$ cat src/logic/dff_pkg.sv
`default_nettype none
// shared constants for the dual feed fault status bank
package dff_pkg;
    // channel count of the regulator
    localparam int NCH = 2;

    // primary status byte layout (two-bit fields hold ch1 in the low bit)
    localparam int ST1_OFF  = 0;
    localparam int ST1_OC   = 2;
    localparam int ST1_VLOW = 4;
    localparam int ST1_OVH  = 6;
    localparam int ST1_SUP  = 7;

    // secondary status byte layout, bits 4..7 unused and read as zero
    localparam int ST2_CABLE = 0;
    localparam int ST2_TONE  = 2;
    localparam logic [3:0] ST2_UNUSED = 4'h0;

    // control byte layout: bits 7:6 select the target register
    localparam int CTL_VSEL_LSB = 0;
    localparam int CTL_VSEL_MSB = 3;
    localparam int CTL_TIMER    = 4;
    localparam int CTL_ON       = 5;
    localparam int CTL_SEL_LSB  = 6;
    localparam int CTL_SEL_MSB  = 7;
    localparam int AUX_MODE     = 0;
    localparam int AUX_GATE     = 1;
    localparam int AUX_CABLE    = 2;

    // reset values
    localparam logic [5:0] CTL_MAIN_RST = 6'h00;
    localparam logic [2:0] CTL_AUX_RST  = 3'h0;
    localparam logic [1:0] OFF_RST      = 2'h3;

    // bit counter marks within a byte on the serial link
    localparam logic [3:0] BIT_LAST = 4'h7;
    localparam logic [3:0] BIT_ACK  = 4'h8;

    // device address on the serial link, value is arbitrary
    localparam logic [6:0] DEV_ADDR_DFLT = 7'h08;

    // positions inside the synchronised input vector
    localparam int SY_SCL   = 0;
    localparam int SY_SDA   = 1;
    localparam int SY_OCN   = 2;
    localparam int SY_OCT   = 4;
    localparam int SY_VLOW  = 6;
    localparam int SY_TONE  = 8;
    localparam int SY_CABLE = 10;
    localparam int SY_OVT   = 12;
    localparam int SY_SUP   = 13;
    localparam int SY_W     = 14;

    // serial link engine states
    typedef enum logic [1:0] {
        DFF_IDLE,
        DFF_ADDR,
        DFF_WR,
        DFF_RD
    } dff_state_t;
endpackage
`default_nettype wire

$ cat src/logic/dff_status_bank.sv
`timescale 1ns/1ps
`default_nettype none
module dff_status_bank #(
    parameter logic [6:0] DEV_ADDR = dff_pkg::DEV_ADDR_DFLT
) (
    input  wire logic       clk,            // 125 MHz system clock
    input  wire logic       rstn,           // async power-on reset, active low
    input  wire logic       ce,             // clock enable
    input  wire logic       scl_in,         // serial clock pin level
    input  wire logic       sda_in,         // serial data pin level
    output logic            sda_out,        // serial data drive value, always low
    output logic            sda_oe_n,       // serial data enable, low while driving
    input  wire logic [1:0] oc_now,         // overcurrent present per channel
    input  wire logic [1:0] oc_timeout,     // overcurrent beyond detection time
    input  wire logic [1:0] vlow_raw,       // output below programmed level
    input  wire logic [1:0] tone_raw,       // tone present at feed output
    input  wire logic [1:0] cable_raw,      // cable test reads open
    input  wire logic       overtemp_raw,   // die overtemperature
    input  wire logic       supply_low_raw, // input supply undervoltage
    output logic      [1:0] feed_output,    // feed output enable per channel
    output logic      [3:0] vsel_ch1,       // voltage select channel 1
    output logic      [3:0] vsel_ch2,       // voltage select channel 2
    output logic      [1:0] tone_mode,      // internal tone select per channel
    output logic      [1:0] tone_gate,      // tone gate per channel
    output logic      [1:0] cable_test_on,  // cable test enable per channel
    output logic            irq             // fault request, active high
);
    logic [dff_pkg::SY_W-1:0] raw;
    logic [dff_pkg::SY_W-1:0] syn;

    // every pin and analog level crosses two flops before use
    assign raw = {supply_low_raw, overtemp_raw, cable_raw, tone_raw, vlow_raw,
                  oc_timeout, oc_now, sda_in, scl_in};

    dff_sync #(.W(dff_pkg::SY_W)) u_sync (
        .clk  (clk),
        .rstn (rstn),
        .ce   (ce),
        .d    (raw),
        .q    (syn)
    );

    logic       scl;
    logic       sda;
    logic [1:0] ocn;
    logic [1:0] oct;
    logic [1:0] vlw;
    logic [1:0] tnr;
    logic [1:0] cbr;
    logic       ovt;
    logic       sup;

    assign scl = syn[dff_pkg::SY_SCL];
    assign sda = syn[dff_pkg::SY_SDA];
    assign ocn = syn[dff_pkg::SY_OCN +: 2];
    assign oct = syn[dff_pkg::SY_OCT +: 2];
    assign vlw = syn[dff_pkg::SY_VLOW +: 2];
    assign tnr = syn[dff_pkg::SY_TONE +: 2];
    assign cbr = syn[dff_pkg::SY_CABLE +: 2];
    assign ovt = syn[dff_pkg::SY_OVT];
    assign sup = syn[dff_pkg::SY_SUP];

    // address byte decode, used at the ack drive and at the ninth clock
    function automatic logic addr_hit(input logic [7:0] b);
        addr_hit = (b[7:1] == DEV_ADDR);
    endfunction

    // ---------------- serial link engine ----------------
    dff_pkg::dff_state_t state_r, state_nxt;
    logic [3:0] bitcnt_r, bitcnt_nxt;
    logic [7:0] sh_r, sh_nxt;
    logic       drv_r, drv_nxt;
    logic       nine_r, nine_nxt;
    logic       ptr_r, ptr_nxt;
    logic       wrote_r, wrote_nxt;
    logic       scl_q_r, sda_q_r;
    logic [5:0] main_r [2];
    logic [5:0] main_nxt [2];
    logic [2:0] aux_r [2];
    logic [2:0] aux_nxt [2];
    logic       start;
    logic       stop;
    logic       scl_rise;
    logic       scl_fall;
    logic       read_tick;
    logic       write_end;
    logic [7:0] st1;
    logic [7:0] st2;

    // bus conditions from the synchronised levels and their last sample
    assign start    = scl & scl_q_r & sda_q_r & ~sda;
    assign stop     = scl & scl_q_r & ~sda_q_r & sda;
    assign scl_rise = scl & ~scl_q_r;
    assign scl_fall = ~scl & scl_q_r;

    // byte framing, ack drive, control capture and read data shifting
    always_comb begin
        logic [7:0] b;
        logic [7:0] ld;
        b          = {sh_r[6:0], sda};
        ld         = ptr_r ? st2 : st1;
        state_nxt  = state_r;
        bitcnt_nxt = bitcnt_r;
        sh_nxt     = sh_r;
        drv_nxt    = drv_r;
        nine_nxt   = nine_r;
        ptr_nxt    = ptr_r;
        wrote_nxt  = wrote_r;
        main_nxt   = main_r;
        aux_nxt    = aux_r;
        read_tick  = 1'b0;
        write_end  = 1'b0;
        if (start) begin
            // repeated start also closes a pending write sequence
            write_end  = wrote_r;
            state_nxt  = dff_pkg::DFF_ADDR;
            bitcnt_nxt = '0;
            drv_nxt    = 1'b0;
            nine_nxt   = 1'b0;
            ptr_nxt    = 1'b0;
            wrote_nxt  = 1'b0;
        end else if (stop) begin
            write_end  = wrote_r;
            state_nxt  = dff_pkg::DFF_IDLE;
            drv_nxt    = 1'b0;
            nine_nxt   = 1'b0;
            wrote_nxt  = 1'b0;
        end else if (state_r != dff_pkg::DFF_IDLE) begin
            if (scl_rise) begin
                if (bitcnt_r != dff_pkg::BIT_ACK) begin
                    bitcnt_nxt = bitcnt_r + 4'h1;
                    if (state_r != dff_pkg::DFF_RD) begin
                        sh_nxt = b;
                    end
                    if (state_r == dff_pkg::DFF_WR && bitcnt_r == dff_pkg::BIT_LAST) begin
                        wrote_nxt = 1'b1;
                        if (!b[dff_pkg::CTL_SEL_MSB]) begin
                            main_nxt[b[dff_pkg::CTL_SEL_LSB]] = b[5:0];
                        end else begin
                            aux_nxt[b[dff_pkg::CTL_SEL_LSB]] = b[2:0];
                        end
                    end
                end else begin
                    // ninth clock of the byte
                    bitcnt_nxt = '0;
                    nine_nxt   = 1'b1;
                    case (state_r)
                        dff_pkg::DFF_ADDR: begin
                            if (!addr_hit(sh_r)) begin
                                state_nxt = dff_pkg::DFF_IDLE;
                            end else if (sh_r[0]) begin
                                state_nxt = dff_pkg::DFF_RD;
                            end else begin
                                state_nxt = dff_pkg::DFF_WR;
                            end
                        end
                        dff_pkg::DFF_RD: begin
                            read_tick = 1'b1;
                            ptr_nxt   = ~ptr_r;
                            if (sda) begin
                                state_nxt = dff_pkg::DFF_IDLE;
                            end
                        end
                        default: ;
                    endcase
                end
            end else if (scl_fall) begin
                if (bitcnt_r == dff_pkg::BIT_ACK) begin
                    // ack our address or a control byte, free the line for master ack
                    drv_nxt = (state_r == dff_pkg::DFF_WR) ||
                              (state_r == dff_pkg::DFF_ADDR && addr_hit(sh_r));
                end else if (nine_r) begin
                    nine_nxt = 1'b0;
                    if (state_r == dff_pkg::DFF_RD) begin
                        sh_nxt  = ld;
                        drv_nxt = ~ld[7];
                    end else begin
                        drv_nxt = 1'b0;
                    end
                end else if (state_r == dff_pkg::DFF_RD) begin
                    sh_nxt  = {sh_r[6:0], 1'b0};
                    drv_nxt = ~sh_r[6];
                end
            end
        end
    end

    // link engine registers; pin history starts at the idle-high level
    always_ff @(posedge clk or negedge rstn) begin
        if (!rstn) begin
            state_r  <= dff_pkg::DFF_IDLE;
            bitcnt_r <= '0;
            sh_r     <= '0;
            drv_r    <= 1'b0;
            nine_r   <= 1'b0;
            ptr_r    <= 1'b0;
            wrote_r  <= 1'b0;
            scl_q_r  <= 1'b1;
            sda_q_r  <= 1'b1;
            main_r   <= '{dff_pkg::CTL_MAIN_RST, dff_pkg::CTL_MAIN_RST};
            aux_r    <= '{dff_pkg::CTL_AUX_RST, dff_pkg::CTL_AUX_RST};
        end else if (ce) begin
            state_r  <= state_nxt;
            bitcnt_r <= bitcnt_nxt;
            sh_r     <= sh_nxt;
            drv_r    <= drv_nxt;
            nine_r   <= nine_nxt;
            ptr_r    <= ptr_nxt;
            wrote_r  <= wrote_nxt;
            scl_q_r  <= scl;
            sda_q_r  <= sda;
            main_r   <= main_nxt;
            aux_r    <= aux_nxt;
        end
    end

    // open-drain data: only ever pulls low
    assign sda_out  = 1'b0;
    assign sda_oe_n = ~drv_r;

    // ---------------- fault flags ----------------
    logic [1:0] feed_r, feed_nxt;
    logic [1:0] trip_r, trip_nxt;
    logic [1:0] off_r, off_nxt;
    logic [1:0] oc_r, oc_nxt;
    logic [1:0] vlow_r, vlow_nxt;
    logic [1:0] cab_r, cab_nxt;
    logic [1:0] tone_r, tone_nxt;
    logic       ovh_r, ovh_nxt;
    logic       sl_r, sl_nxt;
    logic       irq_r, irq_nxt;

    // a healthy part with feeds on shows all zeros in both bytes
    always_comb begin
        st1 = '0;
        st1[dff_pkg::ST1_OFF +: 2]  = off_r;
        st1[dff_pkg::ST1_OC +: 2]   = oc_r;
        st1[dff_pkg::ST1_VLOW +: 2] = vlow_r;
        st1[dff_pkg::ST1_OVH]       = ovh_r;
        st1[dff_pkg::ST1_SUP]       = sl_r;
        st2 = {dff_pkg::ST2_UNUSED, tone_r, cab_r};
    end

    // flag updates; an event in the same cycle as a read clear wins
    always_comb begin
        logic ten;
        logic hit;
        ten     = 1'b0;
        hit     = 1'b0;
        ovh_nxt = read_tick ? ovt : ovh_r;
        if (ovt) begin
            ovh_nxt = 1'b1;
        end
        sl_nxt = read_tick ? sup : sl_r;
        if (sup) begin
            sl_nxt = 1'b1;
        end
        trip_nxt = trip_r;
        feed_nxt = feed_r;
        off_nxt  = off_r;
        oc_nxt   = oc_r;
        vlow_nxt = vlow_r;
        cab_nxt  = cab_r;
        tone_nxt = tone_r;
        for (int i = 0; i < dff_pkg::NCH; i++) begin
            ten = main_r[i][dff_pkg::CTL_TIMER];
            hit = ten & oct[i] & feed_r[i];
            // trip holds until a write sequence ends with the causes gone
            trip_nxt[i] = trip_r[i] | hit | ovt | sup;
            if (write_end) begin
                trip_nxt[i] = hit | ovt | sup;
            end
            feed_nxt[i] = main_r[i][dff_pkg::CTL_ON] & ~trip_nxt[i];
            if (!ten) begin
                oc_nxt[i] = ocn[i];
            end else begin
                oc_nxt[i] = read_tick ? 1'b0 : oc_r[i];
                if (hit) begin
                    oc_nxt[i] = 1'b1;
                end
            end
            if (write_end && feed_nxt[i]) begin
                off_nxt[i] = 1'b0;
            end
            if (!feed_nxt[i]) begin
                off_nxt[i] = 1'b1;
            end
            vlow_nxt[i] = vlw[i] & feed_r[i];
            cab_nxt[i]  = cbr[i] & aux_r[i][dff_pkg::AUX_CABLE];
            tone_nxt[i] = tnr[i];
        end
        // output-off alone never raises the request
        irq_nxt = (|oc_nxt) | (|vlow_nxt) | (|cab_nxt) | ovh_nxt | sl_nxt;
    end

    // flags; output-off starts set since feeds are off at power-on
    always_ff @(posedge clk or negedge rstn) begin
        if (!rstn) begin
            feed_r <= '0;
            trip_r <= '0;
            off_r  <= dff_pkg::OFF_RST;
            oc_r   <= '0;
            vlow_r <= '0;
            cab_r  <= '0;
            tone_r <= '0;
            ovh_r  <= 1'b0;
            sl_r   <= 1'b0;
            irq_r  <= 1'b0;
        end else if (ce) begin
            feed_r <= feed_nxt;
            trip_r <= trip_nxt;
            off_r  <= off_nxt;
            oc_r   <= oc_nxt;
            vlow_r <= vlow_nxt;
            cab_r  <= cab_nxt;
            tone_r <= tone_nxt;
            ovh_r  <= ovh_nxt;
            sl_r   <= sl_nxt;
            irq_r  <= irq_nxt;
        end
    end

    // control fields straight from their registers
    assign feed_output   = feed_r;
    assign irq           = irq_r;
    assign vsel_ch1      = main_r[0][dff_pkg::CTL_VSEL_MSB:dff_pkg::CTL_VSEL_LSB];
    assign vsel_ch2      = main_r[1][dff_pkg::CTL_VSEL_MSB:dff_pkg::CTL_VSEL_LSB];
    assign tone_mode     = {aux_r[1][dff_pkg::AUX_MODE], aux_r[0][dff_pkg::AUX_MODE]};
    assign tone_gate     = {aux_r[1][dff_pkg::AUX_GATE], aux_r[0][dff_pkg::AUX_GATE]};
    assign cable_test_on = {aux_r[1][dff_pkg::AUX_CABLE], aux_r[0][dff_pkg::AUX_CABLE]};
endmodule
`default_nettype wire

$ cat src/logic/dff_sync.sv
`timescale 1ns/1ps
`default_nettype none
// two-stage synchroniser for a vector of asynchronous levels
module dff_sync #(
    parameter int W = 1
) (
    input  wire logic         clk,  // system clock
    input  wire logic         rstn, // async reset, active low
    input  wire logic         ce,   // clock enable, freezes state when low
    input  wire logic [W-1:0] d,    // asynchronous levels
    output logic      [W-1:0] q     // levels in the clk domain
);
    logic [W-1:0] meta_r;
    logic [W-1:0] meta_nxt;
    logic [W-1:0] q_nxt;

    // first stage is read only by the second stage
    always_comb begin
        meta_nxt = d;
        q_nxt    = meta_r;
    end

    always_ff @(posedge clk or negedge rstn) begin
        if (!rstn) begin
            meta_r <= '0;
            q      <= '0;
        end else if (ce) begin
            meta_r <= meta_nxt;
            q      <= q_nxt;
        end
    end
endmodule
`default_nettype wire
$ cat config.mk
export PLATFORM = sky130hd
export DESIGN_NAME = dff_status_bank
export DESIGN_NICKNAME = d
export VERILOG_FILES = /design/src/logic/dff_pkg.sv /design/src/logic/dff_status_bank.sv /design/src/logic/dff_sync.sv
export SDC_FILE = /design/constraint.sdc
export NUM_CORES = 1
export LEC_CHECK = 0
export BUFFER_PORTS_ARGS = -buffer_cell sky130_fd_sc_hd__buf_2
export CAP_MARGIN = 5
export CORE_MARGIN = 2
export CORE_UTILIZATION = 35
export CTS_BUF_LIST = sky130_fd_sc_hd__clkbuf_4
export DETAILED_ROUTE_END_ITERATION = 16
export GPL_TIMING_DRIVEN = 0
export HOLD_SLACK_MARGIN = 0.06
export SYNTH_ARGS = -nofsm -noshare
export SYNTH_HDL_FRONTEND = slang
export SYNTH_HIERARCHICAL = 1
export SYNTH_SLANG_ARGS = --single-unit
$ cat constraint.sdc
create_clock -name clk -period 3.45 [get_ports clk]
set_input_delay 0.345 -clock clk [delete_from_list [all_inputs] [get_ports clk]]
set_output_delay 0.345 -clock clk [all_outputs]
set_load 0.02 [all_outputs]
* Word level (Yosys, flattened, before mapping)
Cells that the tools add are included.
Operators by class: $add $sub $neg 1, equality and inequality tests 20, reductions and logical operators 34, mux-type cells 81, bitwise operators 44, magnitude comparators 2
Operator list (number):
- 8-bit two-way mux | 9
- 1-bit two-way mux | 53
- 4-bit two-way mux | 5
- 1-bit bitwise AND | 17
- 8-bit AND reduction | 2
- 5-bit AND reduction | 3
- 3-bit nonzero test | 5
- 2-bit two-way mux | 7
- 1-bit OR | 14
- 12-bit bitwise mux | 1
- 4-bit inequality test, second input constant | 3
- 1-bit NOT | 12
- 6-bit AND reduction | 2
- 2-bit nonzero test | 6
- 9-bit AND reduction | 1
- 2-bit by 1-bit inequality test with 1-bit output, second input constant | 4
- 2-bit inequality test, second input constant | 4
- 4-bit nonzero test | 2
- 7-bit by 4-bit == test with 1-bit output, second input constant | 1
- 6-bit bitwise mux | 1
- 6-bit demux with 1-bit select | 1
- 6-bit two-way mux | 1
- 3-bit inequality test, second input constant | 2
- 2-bit OR reduction | 3
- other kinds (17) | 23
Word-level totals: input port bits 17, register bits after elaboration 83

* Longest topological paths before layout
depth after elaboration 15, mapped depth 8, gate-level depth less buffers 6

* By module
The synthesis kept the hierarchy.
By module, submodules not included:
- dff_status_bank | cells each 268, times used 1, sequential area each 1381.3 sq um, area an instance 2899.0 sq um
- dff_sync | cells each 59, times used 1, sequential area each 700.7 sq um, area an instance 1142.3 sq um

* Least setup slack after synthesis
OpenSTA, ideal clock, no wires.
kind register to register, from register scl_q_r, to register main_r[10] in the netlist's numbering, arrival time 1.928 ns, library setup time 0.125 ns, stages on the path, launching flop included 9, slack 1.397 ns, period minus slack after synthesis 2.053 ns, buffers on the path 2, cell sequence dfstp_2 > inv_1 > ha_1 > buf_2 > o211a_1 > o21ai_2 > or4_1 > buf_6 > mux2_4
On the way: longest elaborated chain between the ends 5, elaborated cells between the ends (all ways) 10, classes of those cells bitwise (9); reduce/logical (1)
RTL lines:
- from (decl) | line dff_status_bank.sv:76 | logic scl_q_r, sda_q_r;
- from (signal assigned) | line dff_status_bank.sv:210 | scl_q_r <= scl;
- 1-bit bitwise AND | line dff_status_bank.sv:91, dff_status_bank.sv:92
- 1-bit bitwise AND (on tied branches) (2 in series) | line dff_status_bank.sv:92, dff_status_bank.sv:91
- 1-bit NOT (no source line)
- 8-bit AND reduction (no source line) *
- to (signal assigned) | line dff_status_bank.sv:200 | main_r <= '{dff_pkg::CTL_MAIN_RST, dff_pkg::CTL_MAIN_RST};
- to (signal assigned) | line dff_status_bank.sv:212 | main_r <= main_nxt;
- to (decl) | line dff_status_bank.sv:77 | logic [5:0] main_r [2];
Every way passes the cells marked *; elsewhere a longest branch is shown, timed or not. A chain may end at the register's enable or synchronous reset.

* Worst setup path after layout
from register u_sync.q[0], to register aux_r, in the netlist cable_test_on[0]
On the way: longest elaborated chain between the ends 5, elaborated cells between the ends (all ways) 9, classes of those cells bitwise (8); reduce/logical (1)
RTL lines:
- from (decl) | line dff_sync.sv:11 | output logic [W-1:0] q
- from (signal assigned) | line dff_sync.sv:29 | q <= q_nxt;
- 1-bit bitwise AND | line dff_status_bank.sv:91, dff_status_bank.sv:92
- 1-bit bitwise AND (on tied branches) (2 in series) | line dff_status_bank.sv:92, dff_status_bank.sv:91
- 1-bit NOT (no source line)
- 8-bit AND reduction (no source line) *
- to (signal assigned) | line dff_status_bank.sv:201 | aux_r <= '{dff_pkg::CTL_AUX_RST, dff_pkg::CTL_AUX_RST};
- to (signal assigned) | line dff_status_bank.sv:213 | aux_r <= aux_nxt;
- to (decl) | line dff_status_bank.sv:79 | logic [2:0] aux_r [2];
Marked as above.

==> impl_results.md <==
- PwrDens: 448 mW/mm2
- Top Ports: 36
- Mux cell area share after synthesis: 21.4%
- Post-route setup slack: 1030 ps
- WP buf/inv: 1
- HP Class: input pin to register
- Core area: 0.0113 mm2
- Hold depth: 2
- Largest net degree at the start of global routing: 65
- Initial core utilization: 35.7%
- Synth warnings: 6
- Post-Layout Cell Count: 522
- Clk buf depth: 2
- Post-Synth Simple-Gate Area: 10.6%
- Cells along the critical path: ha_1 > buf_2 > o211a_1 > o21ai_2 > nor4_1 > mux2_2
- Mapped Avg Cell Area: 12.4 um2
- Final ANT Viol Nets: 0
- Clock Skew: 14.8 ps
- Die area: 0.0124 mm2
- Main synth FF type: dfrtp_1
- Most numerous cell in the Yosys netlist: dfrtp_1
- RSZ-0062 raised after global routing: no
- Hold Fails Final Rpt: 0
- Synth-to-Final Area Change: 13.2%
- Largest family of logic cells by synthesized area: multiplexers
- MaxCap Viol Count: 0
- Synth Area in Compound Gates: 8.42%
- Gr ovfl total: 0
- Status: finished, final reports clean
- Slew HR: 47.9%
- Fmax: 414 MHz
- Critical R2R Capture: cable_test_on[0]
- CTS tree: done
- Post-route DRC: 0
- Dpl ws: 1020 ps
- Max-slew violations: 0
- H-tree depth: 3
- Layout net count: 396
- R2R Setup Slk: 1030 ps
- Die X-Extent: 111 um
- Post-synth EDFFs: 0
- Hold Worst Slack: 145 ps
- Synth area leader: dfrtp_1
- Slew @ Worst Pin: 774 ps
- Final setup viols: 0
- Clock latency at the later pin of the worst-skew pair: 420 ps
- Unique cell type count in the Yosys netlist: 53
- First-pass GRT wire length: 14.2 mm
- GRT Overall Usage: 14.3%
- Post-CTS Resized: 0
- CP max stage cell: nor4_1
- Crit end category: register
- Avg WL per Cell: 15.8 um
- I/O Buffers: 34
- Leak Pwr: 2.15 nW
- Initial antenna violation count: 0
- Worst reg-to-reg path cell count: 6
- XOR/XNOR Fraction of Synth Area: 0.650%
- Sequential share of the synthesized area: 51.5%
- Worst-path clk slew: 140 ps
- Vias in the first global route: 2690
- Critical Path AT: 2730 ps
- Layout cells sized above 1: 35.6%
- Mapped cell area: 0.00404 mm2
- TritonCTS buffer count: 9
- Worst Hold Endpoint: u_sync/meta_r[8]
- Fin crit share: 70.0%
- Drt total wl: 8.27 mm
- Clock root buffer: clkbuf_4
- Yosys top cell area share: 48.9%
- Gpl congestion: 0.847
- Max VDD drop: 0.259 mV
- Post-Place Cells: 505
- Setup TNS: 0 ps
- Post-synth top cells: dfrtp_1 (79), mux2_2 (34), mux2_4 (26)
- Startpoint Class: register
- Fin crit period: 2420 ps
- Synth Area in Adders: 1.55%
- Kind of critical path: register to register
- Die Span Y: 111 um
- Syn Inst Count: 327
- Hold path start: tone_raw[0]
- Delay-heaviest family, CP: simple AND/OR/NAND/NOR gates
- Post-DP HPWL: 6.06 mm
- Num rows: 39
- Top cells by area, synth: dfrtp_1 (49%), mux2_4 (9.7%), mux2_2 (9.5%)
- Synth async-reset ratio: 100%
- Syn_nets: 349
- Critical Path Fanout Max: 8
- Drt first pass iters: 4
- Worst path max stage delay: 670 ps
- CP Data Required Time: 3760 ps
- Final Power: 0.00205 W
- DR vias: 2656
- CTS Sinks: 83
- Vias/cell: 5.09
- Initial drt markers: 190
- Ant diodes: 0
- FF-to-FF Start: u_sync/q[0]
- Yosys reg bits: 83
-- stage by stage --
step,utilization (%),area (um2)
after CTS,40.4,4570
final,40.4,4570
after global routing,40.4,4570
after global placement,38.8,4390
after detailed placement,39.0,4420
after floorplan,-,4040
-- what timing repair did --
| action | CTS | global route |
|---|---|---|
| hold endpoints to repair | 17 | 0 |
| hold buffers | 1 | 0 |
| setup buffers | 0 | 0 |
-- final cells by class --
| cell class | instances | area (um2) |
|---|---|---|
| fillers | 1115 | 6750 |
| flip-flops and latches | 83 | 2080 |
| multi-input cells | 204 | 1720 |
| repair buffers | 36 | 210 |
| well taps | 143 | 179 |
| plain buffers | 23 | 171 |
| clock inverters | 7 | 75.1 |
| clock buffers | 9 | 67.6 |
| inverters | 17 | 63.8 |
-- report_power, final --
part	leakage, nW	switching, W	internal [W]	total (W)
registers	1.02	0.0000727	0.00106	0.00113
logic	1.05	0.000179	0.000158	0.000337
clock network	0.0763	0.000355	0.000228	0.000583
-- worst max-delay path by stage --
stage | endpoint | cells past startpoint | from
after global routing | cable_test_on[0] | 6 | u_sync/q[0]
final | cable_test_on[0] | 6 | u_sync/q[0]
after global placement | cable_test_on[0] | 6 | u_sync/q[0]
after CTS | cable_test_on[0] | 6 | u_sync/q[0]
after floorplan | main_r[10] | 8 | scl_q_r
after detailed placement | cable_test_on[0] | 6 | u_sync/q[0]
-- per-layer routing --
metal	GRT usage [%]	wire length [um]
met5	0	0
met4	5.27	99
met3	2.34	289
met2	22.9	3890
met1	19.6	3990
-- sequential cells by signal, indices dropped and copies added, names as in the netlist, 4 cells and up --
register       count
main_r             4
sh_r               8
u_sync/meta_r     14
vsel_ch2           4
vsel_ch1           4
bitcnt_r           4
u_sync/q          14
-- placed cells by master, fill, tap and decap left out, types with 4 or more instances in the layout --
master / synthesis / routed
clkbuf_4: 0 / 9
inv_1: 17 / 17
buf_4: 9 / 10
o21ai_0: 16 / 16
nor2_1: 7 / 7
dfstp_2: 4 / 4
ha_1: 5 / 5
nor3_1: 5 / 5
dfrtp_1: 79 / 79
nand3_1: 17 / 17
a22o_1: 4 / 4
mux2_2: 34 / 34
clkbuf_1: 7 / 7
buf_2: 3 / 36
nand2_1: 22 / 22
a21oi_1: 7 / 7
mux2i_1: 9 / 9
mux2_4: 26 / 26
-- kinds of logic after synthesis --
kind of cell | Yosys count
flops | 83
simple gates | 76
mux | 69
compound gates | 50
buf+inv | 40
fa+ha+maj | 5
xor+xnor | 3
other cells | 1
(Power assumes the default switching activity.)
